## src/ioct_regs.svh

```systemverilog
// register offsets, field positions, reset values and limits of the overcurrent trip block
`ifndef IOCT_REGS_SVH
`define IOCT_REGS_SVH

`define IOCT_CTRL_OFS       12'h000
`define IOCT_PICKUP_OFS     12'h004
`define IOCT_STATUS_OFS     12'h008
`define IOCT_IRQ_STAT_OFS   12'h00c
`define IOCT_IRQ_EN_OFS     12'h010
`define IOCT_IRQ_CLR_OFS    12'h014
`define IOCT_RATED_OFS      12'h018

`define IOCT_CTRL_MODE_LSB  0
`define IOCT_CTRL_MODE_MSB  1
`define IOCT_CTRL_RST       2'h0
`define IOCT_PICKUP_RST    12'hc8
`define IOCT_PICKUP_MIN    12'h014
`define IOCT_PICKUP_MAX    12'hbb8
`define IOCT_RATED_RST     16'h0100
`define IOCT_PCT_DIV       24'h000064

`endif

```

## src/ioct_pkg.sv

```systemverilog
// types shared by the overcurrent trip block
package ioct_pkg;

  typedef enum logic [1:0]
  {
    IOCT_MODE_OFF  = 2'h0,
    IOCT_MODE_PEAK = 2'h1,
    IOCT_MODE_FUND = 2'h2
  } ioct_mode_t;

  typedef struct packed
  {
    logic [15:0] a;
    logic [15:0] b;
    logic [15:0] c;
  } ioct_phase3_t;

  typedef struct packed
  {
    logic general;
    logic c;
    logic b;
    logic a;
  } ioct_trip_t;

endpackage

```

## src/ioct_peak.sv

```systemverilog
// per-phase magnitude of the latest valid sample of one signed sample stream
`timescale 1ns/1ps

module ioct_peak
(
  input  wire logic        mclk_i,
  input  wire logic        reset_n_i,
  input  wire logic        sample_valid_i,
  input  wire logic [15:0] sample_i,
  output logic      [15:0] peak_o
);

  logic [15:0] mag;
  logic [15:0] peak_r;

  // magnitude of the two's complement sample, most negative clamps
  assign mag = sample_i[15] ? ((sample_i == 16'h8000) ? 16'h7fff : 16'(-sample_i)) : sample_i;

  always_ff @(posedge mclk_i or negedge reset_n_i)
  begin
    if (!reset_n_i)
      peak_r <= 16'h0000;
    else if (sample_valid_i)
      peak_r <= mag;
  end

  assign peak_o = peak_r;

endmodule

```

## src/ioct_top.sv

```systemverilog
// three-phase instantaneous overcurrent trip decision with axi4-lite registers
//
// Contract
// - the magnitude of the latest valid sample is registered for each phase separately and compared.
// - a phase trips with no added delay once its quantity exceeds threshold.
// - fundamental mode compares rms inputs; peak mode compares per-phase latest sample magnitudes.
// - mode is off, peak or fundamental; resets off; off never trips.
// - pickup is an integer percent, 20 to 3000, step 1, default 200.
// - block request disables the function and holds every trip low.
// - double request makes the threshold twice the pickup for all phases.
// - three phase trip outputs, each showing only its own phase result.
// - one general trip is formed from the three phase trips.
// - general trip is high while at least one phase trip is high.
`timescale 1ns/1ps
`include "ioct_regs.svh"

module ioct_top
(
  input  wire logic                  mclk_i,
  input  wire logic                  reset_n_i,
  input  wire logic                  sample_valid_i,
  input  wire ioct_pkg::ioct_phase3_t phase_current_i,
  input  wire ioct_pkg::ioct_phase3_t phase_fundamental_rms_i,
  input  wire logic                  block_request_i,
  input  wire logic                  threshold_double_request_i,
  output logic                       phase_a_trip_o,
  output logic                       phase_b_trip_o,
  output logic                       phase_c_trip_o,
  output logic                       general_trip_out_o,
  output logic                       irq_o,
  input  wire logic [11:0]           s_axi_awaddr,
  input  wire logic                  s_axi_awvalid,
  output logic                       s_axi_awready,
  input  wire logic [31:0]           s_axi_wdata,
  input  wire logic [3:0]            s_axi_wstrb,
  input  wire logic                  s_axi_wvalid,
  output logic                       s_axi_wready,
  output logic [1:0]                 s_axi_bresp,
  output logic                       s_axi_bvalid,
  input  wire logic                  s_axi_bready,
  input  wire logic [11:0]           s_axi_araddr,
  input  wire logic                  s_axi_arvalid,
  output logic                       s_axi_arready,
  output logic [31:0]                s_axi_rdata,
  output logic [1:0]                 s_axi_rresp,
  output logic                       s_axi_rvalid,
  input  wire logic                  s_axi_rready
);

  import ioct_pkg::*;

  // ----------------------------------------------------------------
  // helpers
  // ----------------------------------------------------------------

  // threshold in current units: rated * percent / 100
  function automatic logic [23:0] pct_to_level(input logic [15:0] rated, input logic [12:0] pct);
    logic [28:0] prod;
    prod = 29'(rated) * 29'(pct);
    return 24'(prod / 29'(`IOCT_PCT_DIV));
  endfunction

  // byte lanes of a write into a register word
  function automatic logic [31:0] strobe_merge(input logic [31:0] old, input logic [31:0] data,
                                               input logic [3:0] strb);
    logic [31:0] res;
    res = old;
    for (int i = 0; i < 4; i++)
      if (strb[i])
        res[i*8 +: 8] = data[i*8 +: 8];
    return res;
  endfunction

  // ----------------------------------------------------------------
  // registers
  // ----------------------------------------------------------------

  logic [1:0]  mode_r;
  logic [11:0] pickup_r;
  logic [15:0] rated_r;
  logic [3:0]  irq_stat_r;
  logic [3:0]  irq_en_r;
  ioct_trip_t  trip_r;
  ioct_trip_t  trip_nxt;

  // ----------------------------------------------------------------
  // pin synchronisers
  // ----------------------------------------------------------------

  logic [1:0] ctl_meta_r;
  logic [1:0] ctl_sync_r;
  logic       blk_s;
  logic       dbl_s;

  always_ff @(posedge mclk_i or negedge reset_n_i)
  begin
    if (!reset_n_i)
    begin
      ctl_meta_r <= 2'h0;
      ctl_sync_r <= 2'h0;
    end
    else
    begin
      ctl_meta_r <= {threshold_double_request_i, block_request_i};
      ctl_sync_r <= ctl_meta_r;
    end
  end

  assign blk_s = ctl_sync_r[0];
  assign dbl_s = ctl_sync_r[1];

  // ----------------------------------------------------------------
  // peak selection
  // ----------------------------------------------------------------

  ioct_phase3_t peak;

  ioct_peak u_peak_a
  (
    .mclk_i         (mclk_i),
    .reset_n_i      (reset_n_i),
    .sample_valid_i (sample_valid_i),
    .sample_i       (phase_current_i.a),
    .peak_o         (peak.a)
  );

  ioct_peak u_peak_b
  (
    .mclk_i         (mclk_i),
    .reset_n_i      (reset_n_i),
    .sample_valid_i (sample_valid_i),
    .sample_i       (phase_current_i.b),
    .peak_o         (peak.b)
  );

  ioct_peak u_peak_c
  (
    .mclk_i         (mclk_i),
    .reset_n_i      (reset_n_i),
    .sample_valid_i (sample_valid_i),
    .sample_i       (phase_current_i.c),
    .peak_o         (peak.c)
  );

  // ----------------------------------------------------------------
  // instantaneous decision
  // ----------------------------------------------------------------

  ioct_phase3_t meas;
  wire  [12:0]  pct_act;
  wire  [23:0]  thresh;
  wire          enabled;

  assign meas    = (mode_r == IOCT_MODE_FUND) ? phase_fundamental_rms_i : peak;
  assign pct_act = dbl_s ? {pickup_r, 1'b0} : {1'b0, pickup_r};
  assign thresh  = pct_to_level(rated_r, pct_act);
  assign enabled = (mode_r != IOCT_MODE_OFF) && !blk_s;

  // combinational compare, one register stage, no timers
  assign trip_nxt.a       = enabled && (24'(meas.a) > thresh);
  assign trip_nxt.b       = enabled && (24'(meas.b) > thresh);
  assign trip_nxt.c       = enabled && (24'(meas.c) > thresh);
  assign trip_nxt.general = trip_nxt.a | trip_nxt.b | trip_nxt.c;

  always_ff @(posedge mclk_i or negedge reset_n_i)
  begin
    if (!reset_n_i)
      trip_r <= '0;
    else
      trip_r <= trip_nxt;
  end

  assign phase_a_trip_o     = trip_r.a;
  assign phase_b_trip_o     = trip_r.b;
  assign phase_c_trip_o     = trip_r.c;
  assign general_trip_out_o = trip_r.general;

  // ----------------------------------------------------------------
  // interrupts: rising edge of each trip sets a sticky bit
  // ----------------------------------------------------------------

  wire [3:0] trip_rise = trip_nxt & ~trip_r;

  assign irq_o = |(irq_stat_r & irq_en_r);

  // ----------------------------------------------------------------
  // axi4-lite slave
  // ----------------------------------------------------------------

  logic        aw_held_r;
  logic        w_held_r;
  logic [11:0] awaddr_r;
  logic [31:0] wdata_r;
  logic [3:0]  wstrb_r;
  logic        bvalid_r;
  logic [1:0]  bresp_r;
  logic        rvalid_r;
  logic [31:0] rdata_r;
  logic [1:0]  rresp_r;

  wire aw_fire = s_axi_awvalid && s_axi_awready;
  wire w_fire  = s_axi_wvalid && s_axi_wready;
  wire wr_go   = aw_held_r && w_held_r && !bvalid_r;

  assign s_axi_awready = !aw_held_r && !bvalid_r;
  assign s_axi_wready  = !w_held_r && !bvalid_r;
  assign s_axi_bvalid  = bvalid_r;
  assign s_axi_bresp   = bresp_r;
  assign s_axi_arready = !rvalid_r;
  assign s_axi_rvalid  = rvalid_r;
  assign s_axi_rdata   = rdata_r;
  assign s_axi_rresp   = rresp_r;

  always_ff @(posedge mclk_i or negedge reset_n_i)
  begin
    if (!reset_n_i)
    begin
      aw_held_r <= 1'b0;
      w_held_r  <= 1'b0;
      awaddr_r  <= 12'h000;
      wdata_r   <= 32'h0000_0000;
      wstrb_r   <= 4'h0;
    end
    else
    begin
      if (aw_fire)
      begin
        aw_held_r <= 1'b1;
        awaddr_r  <= s_axi_awaddr;
      end
      else if (wr_go)
        aw_held_r <= 1'b0;
      if (w_fire)
      begin
        w_held_r <= 1'b1;
        wdata_r  <= s_axi_wdata;
        wstrb_r  <= s_axi_wstrb;
      end
      else if (wr_go)
        w_held_r <= 1'b0;
    end
  end

  // write decode
  wire [11:0] wa       = {awaddr_r[11:2], 2'b00};
  wire        wr_ctrl  = wr_go && (wa == `IOCT_CTRL_OFS);
  wire        wr_pick  = wr_go && (wa == `IOCT_PICKUP_OFS);
  wire        wr_en    = wr_go && (wa == `IOCT_IRQ_EN_OFS);
  wire        wr_clr   = wr_go && (wa == `IOCT_IRQ_CLR_OFS);
  wire        wr_rated = wr_go && (wa == `IOCT_RATED_OFS);
  wire        wr_ok    = wr_ctrl || wr_pick || wr_en || wr_clr || wr_rated
                         || (wa == `IOCT_STATUS_OFS) || (wa == `IOCT_IRQ_STAT_OFS);
  wire [31:0] ctrl_new = strobe_merge({30'h0, mode_r}, wdata_r, wstrb_r);
  wire [31:0] pick_new = strobe_merge({20'h0, pickup_r}, wdata_r, wstrb_r);
  wire [31:0] rat_new  = strobe_merge({16'h0, rated_r}, wdata_r, wstrb_r);
  wire [1:0]  mode_w   = ctrl_new[`IOCT_CTRL_MODE_MSB:`IOCT_CTRL_MODE_LSB];
  wire        pick_ok  = (pick_new[31:12] == 20'h0) && (pick_new[11:0] >= `IOCT_PICKUP_MIN)
                         && (pick_new[11:0] <= `IOCT_PICKUP_MAX);
  wire [3:0]  clr_bits = (wr_clr && wstrb_r[0]) ? wdata_r[3:0] : 4'h0;

  always_ff @(posedge mclk_i or negedge reset_n_i)
  begin
    if (!reset_n_i)
    begin
      mode_r     <= `IOCT_CTRL_RST;
      pickup_r   <= `IOCT_PICKUP_RST;
      rated_r    <= `IOCT_RATED_RST;
      irq_en_r   <= 4'h0;
      irq_stat_r <= 4'h0;
      bvalid_r   <= 1'b0;
      bresp_r    <= 2'h0;
    end
    else
    begin
      if (wr_ctrl && (mode_w != 2'h3))
        mode_r <= mode_w;
      if (wr_pick && pick_ok)
        pickup_r <= pick_new[11:0];
      if (wr_rated)
        rated_r <= rat_new[15:0];
      if (wr_en && wstrb_r[0])
        irq_en_r <= wdata_r[3:0];
      irq_stat_r <= (irq_stat_r & ~clr_bits) | trip_rise;   // set wins over clear
      if (wr_go)
      begin
        bvalid_r <= 1'b1;
        bresp_r  <= wr_ok ? 2'h0 : 2'h2;
      end
      else if (s_axi_bready)
        bvalid_r <= 1'b0;
    end
  end

  // read decode
  wire [11:0] ra     = {s_axi_araddr[11:2], 2'b00};
  wire        rd_hit = (ra == `IOCT_CTRL_OFS) || (ra == `IOCT_PICKUP_OFS)
                       || (ra == `IOCT_STATUS_OFS) || (ra == `IOCT_IRQ_STAT_OFS)
                       || (ra == `IOCT_IRQ_EN_OFS) || (ra == `IOCT_IRQ_CLR_OFS)
                       || (ra == `IOCT_RATED_OFS);
  wire [31:0] rd_val = (ra == `IOCT_CTRL_OFS)     ? {30'h0, mode_r}
                     : (ra == `IOCT_PICKUP_OFS)   ? {20'h0, pickup_r}
                     : (ra == `IOCT_STATUS_OFS)   ? {26'h0, dbl_s, blk_s, trip_r}
                     : (ra == `IOCT_IRQ_STAT_OFS) ? {28'h0, irq_stat_r}
                     : (ra == `IOCT_IRQ_EN_OFS)   ? {28'h0, irq_en_r}
                     : (ra == `IOCT_RATED_OFS)    ? {16'h0, rated_r}
                     : 32'h0000_0000;

  always_ff @(posedge mclk_i or negedge reset_n_i)
  begin
    if (!reset_n_i)
    begin
      rvalid_r <= 1'b0;
      rdata_r  <= 32'h0000_0000;
      rresp_r  <= 2'h0;
    end
    else if (s_axi_arvalid && s_axi_arready)
    begin
      rvalid_r <= 1'b1;
      rdata_r  <= rd_val;
      rresp_r  <= rd_hit ? 2'h0 : 2'h2;
    end
    else if (s_axi_rready)
      rvalid_r <= 1'b0;
  end

endmodule

```

## config.mk

```make
export PLATFORM = sky130hd
export DESIGN_NAME = ioct_top
export DESIGN_NICKNAME = d
export VERILOG_FILES = /design/src/ioct_pkg.sv /design/src/ioct_peak.sv /design/src/ioct_top.sv
export VERILOG_INCLUDE_DIRS = /design/src
export SDC_FILE = /design/constraint.sdc
export NUM_CORES = 1
export LEC_CHECK = 0
export BUFFER_PORTS_ARGS = -buffer_cell sky130_fd_sc_hd__buf_4
export CAP_MARGIN = 20
export CORE_ASPECT_RATIO = 1.2
export CORE_UTILIZATION = 30
export CTS_CLUSTER_DIAMETER = 200
export DETAILED_ROUTE_END_ITERATION = 12
export GPL_ROUTABILITY_DRIVEN = 0
export MAX_ROUTING_LAYER = met4
export PLACE_DENSITY = 0.46
export SYNTH_ARGS = -nofsm -noshare
export SYNTH_HDL_FRONTEND = slang
export SYNTH_SLANG_ARGS = --single-unit
```

## constraint.sdc

```tcl
create_clock -name mclk_i -period 64.3 [get_ports mclk_i]
set_input_delay 6.43 -clock mclk_i [delete_from_list [all_inputs] [get_ports mclk_i]]
set_output_delay 6.43 -clock mclk_i [all_outputs]
set_load 0.02 [all_outputs]
```

# [Word level (Yosys, flattened, before mapping)]
# Index checks and enable logic that the tools add are counted.
[classes] addsub=3 multipliers=1 n_div=1 magnitude_cmp=5 n_eq_ne=17 mux=29 bitwise_logic=8 n_reduce_logical=50
[ops] cell="16-bit 2-to-1 mux" count=12
[ops] cell="16-bit by 24-bit greater-than comparator with 1-bit output" count=3
[ops] cell="10-bit by 3-bit equality test with 1-bit output, second input constant" count=6
[ops] cell="16-bit equality test, second input constant" count=3
[ops] cell="48-bit 2-to-1 mux" count=1
[ops] cell="16-bit negation" count=3
[ops] cell="10-bit by 2-bit equality test with 1-bit output, second input constant" count=4
[ops] cell="8-bit 2-to-1 mux" count=4
[ops] cell="29-bit by 7-bit divider with 29-bit output, second input constant" count=1
[ops] cell="16-bit by 13-bit multiplier with 29-bit output" count=1
[ops] cell="12-bit zero test" count=2
[ops] cell="1-bit logical AND" count=22
[ops] cell="10-bit by 1-bit equality test with 1-bit output, second input constant" count=2
[ops] cell="20-bit zero test" count=1
[ops] cell="13-bit 2-to-1 mux" count=1
[ops] cell="4-bit AND" count=3
[ops] cell="12-bit by 5-bit greater-or-equal comparator with 1-bit output, second input constant" count=1
[ops] cell="12-bit <= comparator, second input constant" count=1
[ops] cell="1-bit logical OR" count=12
[ops] cell="2-bit nonzero test" count=5
[ops] cell="4-bit inverter" count=2
[ops] cell="1-bit 2-to-1 mux" count=7
[ops] cell="2-bit 2-to-1 mux" count=3
[ops] cell="1-bit zero test" count=5
[ops] cell="7 further kinds" count=9
[word_totals] ff_bits=182 in_bits=166 wordCells=139

# [Logic depth before layout (Yosys ltp)]
[logic_depth] ltp_word=10 ltp_mapped=102

# [Modules after synthesis]
# Synthesis repeated with hierarchy kept, for this count alone.
[unflattened] hier_cells=2533 hier_area_um2=21927.3
[modules_own_cells] mod="ioct_top" n_inst=1 cells_each=2188 area_each_um2=18924.4
[modules_own_cells] mod="ioct_peak" n_inst=3 cells_each=115 area_each_um2=1001.0

# [Worst setup path before layout]
# Ideal clock, no wire load.
[synth_timing] path_kind="flip-flop to flip-flop" start="register ctl_sync_r[1]" end="register irq_stat_r[3]" t_arrival_ps=20053 required_time_ps=64179 setup_slack_ps=44126 path_stages_with_launch=92 path_buffers=8 period_less_slack_ps=20174 path_cell_list="dfrtp_1 > clkbuf_1 > clkbuf_1 > mux2_2 > clkbuf_1 > and2_1 > fa_1 > inv_1 > fa_1 > fa_1 > inv_1 > fa_1 > inv_1 > fa_1 > inv_1 > ha_1 > buf_2 > and3_1 > [56 not listed] > o32ai_1 > o2bb2ai_1 > ha_1 > nor2b_1 > o21a_1 > o21ai_0 > nand2b_1 > a21oi_1 > nor2b_1 > o21ai_0 > nand2b_1 > a21oi_1 > o21ai_0 > a21oi_1 > nor2b_1 > o221ai_1 > nand3_1 > a22o_1"
[synth_lines] item="start: declaration" line="ioct_top.sv:91" rtl="logic [1:0] ctl_sync_r;"
[synth_lines] item="start signal: assignment" line="ioct_top.sv:105" rtl="ctl_sync_r <= ctl_meta_r;"
[synth_lines] item="end signal: assignment" line="ioct_top.sv:283" rtl="irq_stat_r <= (irq_stat_r & ~clr_bits) | trip_rise;"
[synth_lines] item="end: declaration" line="ioct_top.sv:81" rtl="logic [3:0] irq_stat_r;"

==> metrics.cfg <==
[sta]
hold_violations = 0
setup_tns_ns = 0
fin_crit_sh_pct = 39.2
fin_ws_ns = 39.08
min_period_ns = 25.22
timing.slew.headroom_pct = 30.3
skew_ns = 0.00962
clock.fmax_mhz = 39.7
slew_violations = 0
worst_slew_pin_slew_ns = 1.04
setup_viol = 0
rsz0062_at_grt = false

[final_layout]
multi_input_area_um2 = 16100
fill_cells = 7446
final_nets = 3043
regArea_um2 = 4060
drive_above_1_share_pct = 18.1
fin_util_pct = 34.1
final_common_cell = nand2_1
area_growth_pct = 12.8
final_cell_mix = nand2_1, inv_1, buf_4

[setup_path]
max_stage_delay_ns = 0.86
critPathMaxFanout = 25
startpoint = ctl_sync_r[1]
startpoint_type = flop
slowest_stage = a22oi_1
critPathTopFamily = compound AO/OA/AOI/OAI gates
end_kind = flop
cpMostUsedCell = a21oi_1
cp.arrival_ns = 25.56
required_ns = 64.64
crit_type = flop to flop
rr_worst_depth = 85
r2r-start = ctl_sync_r[1]
path_depth = 85
worst-path-buf-inv = 5

[hold_path]
hp-class = flop to flop
holdPathStages = 0
hp-start = ctl_meta_r[1]

[yosys]
synthesis.area_um2 = 21500
synthAdderAreaFrac_pct = 21.8
yosys-top-cells-area = dfrtp_1, fa_1, mux2_2, ha_1, nand2_1
netlist_instances = 2493
yosysTopAreaCellShare_pct = 18.4
synth-xor-area-share_pct = 3.73
ys_seq_area_share_pct = 18.9
synth_edf_count = 0
synth_top_family_by_area = adder cells
synthSimpleGateAreaFrac_pct = 19.4
ys_ff_latch = 162
synth_warnings = 0
yosysTopAreaCell = dfrtp_1
synth_flop_cell = dfrtp_1
synth.area.mux_share_pct = 8.97
async_reset_ff_share_pct = 100
synthDistinctLibCells = 124
avgSynthCellArea_um2 = 8.61
synth_compound_area_share_pct = 20.5

[routing]
initialDrtViolationCount = 885
vias = 18800
via_per_inst = 5.32
ant_nets = 0
dr.pass1.iters = 5
drc = 0
wl_per_cell_um = 18.2
wl_mm = 64.5

[floorplan]
rows = 107
die_y_um = 295
die-area_um2 = 72700
io_pins = 212
start_util_pct = 30.3
core_area_um2 = 71000
die_w_um = 246

[global_route]
grt_remaining_overflow = 0
antenna_found_initial = 2
grt_max_degree = 80
grt_use_total_pct = 18.5
grt_pass1_wl_mm = 105
grt_pass1_vias = 19400

[power_and_ir_drop]
leakage_uw = 0.0108
powerDensity_nw_per_um2 = 13.6
intPower_uw = 219
pwr-share-comb_pct = 24.6
ir_drop_uv = 19.1
p_switching_uw = 111
swShare_pct = 33.5
p_seq_share_pct = 43.8
p_clk_share_pct = 31.6

[clock_network]
cts_hold_buf = 0
cts-buffers-inserted = 17
clk_path_buf_depth = 2
post-cts-setup-buffers = 0
ctsResizeCount = 0
h-tree-depth = 4
clock_latency_ns = 0.45
tritoncts = done
cts.sinks = 162
clkSlewWorstSetupHoldPaths_ns = 0.08
clock-root-buffer = clkbuf_16

[placed_design]
dp_hpwl_mm = 50.9
port_buffers = 189
dp_slack_ns = 39.16

[status]
status = complete, no violations

[job]
maxCapViolations = 0

==> worst paths after layout <==
path,endpoint,slack [ns]
max in group asynchronous,rated_r[0],56.40
max,irq_stat_r[3],39.08
min in group asynchronous,u_peak_a.peak_o[9],5.86
max reg2reg,irq_stat_r[3],39.08
min reg2reg,ctl_sync_r[1],0.36
min,ctl_sync_r[1],0.36
==> stage by stage <==
stage               total power, uW  instances  hold slack (ns)  instance area (um^2)
floorplan                       196       2510            0.331                 21500
global route                    351       3539            0.372                 24200
finish                          330       3539            0.362                 24200
CTS                             335       3536            0.364                 24200
detailed placement              229       3504            0.345                 23600
global placement                226       3504            0.341                 23600
==> cell usage after synthesis, types with 7 or more instances <==
master,count
fa_1,154
nor3b_1,7
a21o_1,26
nor2_1,165
nor4_1,18
nand3_1,53
nor3_1,33
a21oi_1,133
xnor2_1,55
o21a_1,16
and2_1,83
buf_2,27
a22oi_1,17
or2_2,9
o21ai_0,96
mux2_2,147
o22ai_1,12
dfrtp_1,158
o211a_1,9
o21ai_1,29
nor2b_1,64
nand2_1,247
or4_1,10
ha_1,125
mux2i_1,23
o211ai_1,30
or3_1,16
and3_1,31
o31ai_1,24
a31oi_1,30
xor2_1,29
a211oi_1,25
nand4_1,27
buf_4,21
or2_1,7
o21bai_1,8
clkbuf_1,80
nand2b_1,26
a221o_1,7
inv_1,213
==> layout make-up <==
| cell class | count | share of cell area [%] |
|---|---|---|
| timing repair buffer | 200 | 6.30 |
| inverter | 215 | 3.33 |
| sequential | 162 | 16.8 |
| clock inverter | 15 | 0.764 |
| clock buffer | 17 | 1.76 |
| antenna | 2 | 0.0207 |
| multi-input combinational | 2002 | 66.3 |
| tap | 926 | 4.78 |
==> routing by layer <==
| metal | share of wire (%) | up-vias | GRT usage, % |
|---|---|---|---|
| met1 | 44 | 9386 | 22.8 |
| met3 | 2.7 | 52 | 1.29 |
| met2 | 52 | 384 | 32.7 |
| li1 | - | 8995 | - |
| met4 | 1.4 | 0 | 4.27 |
| met5 | 0 | - | - |
==> power by group through the flow <==
| stage | combinational, uW | sequential (uW) | clock [uW] |
|---|---|---|---|
| 2_1_floorplan | 58.0 | 138 | 0 |
| 3_3_place_gp | 79.9 | 146 | 0 |
| 3_5_place_dp | 81.7 | 147 | 0 |
| 4_1_cts | 82.0 | 145 | 108 |
| 5_1_grt | 90.5 | 149 | 112 |
| 6_report | 81.2 | 145 | 104 |
==> cells by family (layout without fill, tap and decap cells) <==
group,count (synthesis),in the layout
other,1,20
buffers and inverters,346,447
AND/OR/NAND/NOR,832,832
XOR/XNOR,88,88
flip-flops,162,162
adder cells (fa/ha/maj),283,283
AO/OA/AOI/OAI,608,608
multiplexers,173,173
==> flip-flops by register name (all words and copies together) (netlist names), 2 cells and up <==
name,cells
awaddr_r,10
ctl_meta_r,2
ctl_sync_r,2
irq_en_r,4
irq_stat_r,4
mode_r,2
pickup_r,12
rated_r,16
s_axi_rdata,16
u_peak_a.peak_o,16
u_peak_b.peak_o,16
u_peak_c.peak_o,16
wdata_r,32
wstrb_r,4
(Power assumes the default switching activity.)
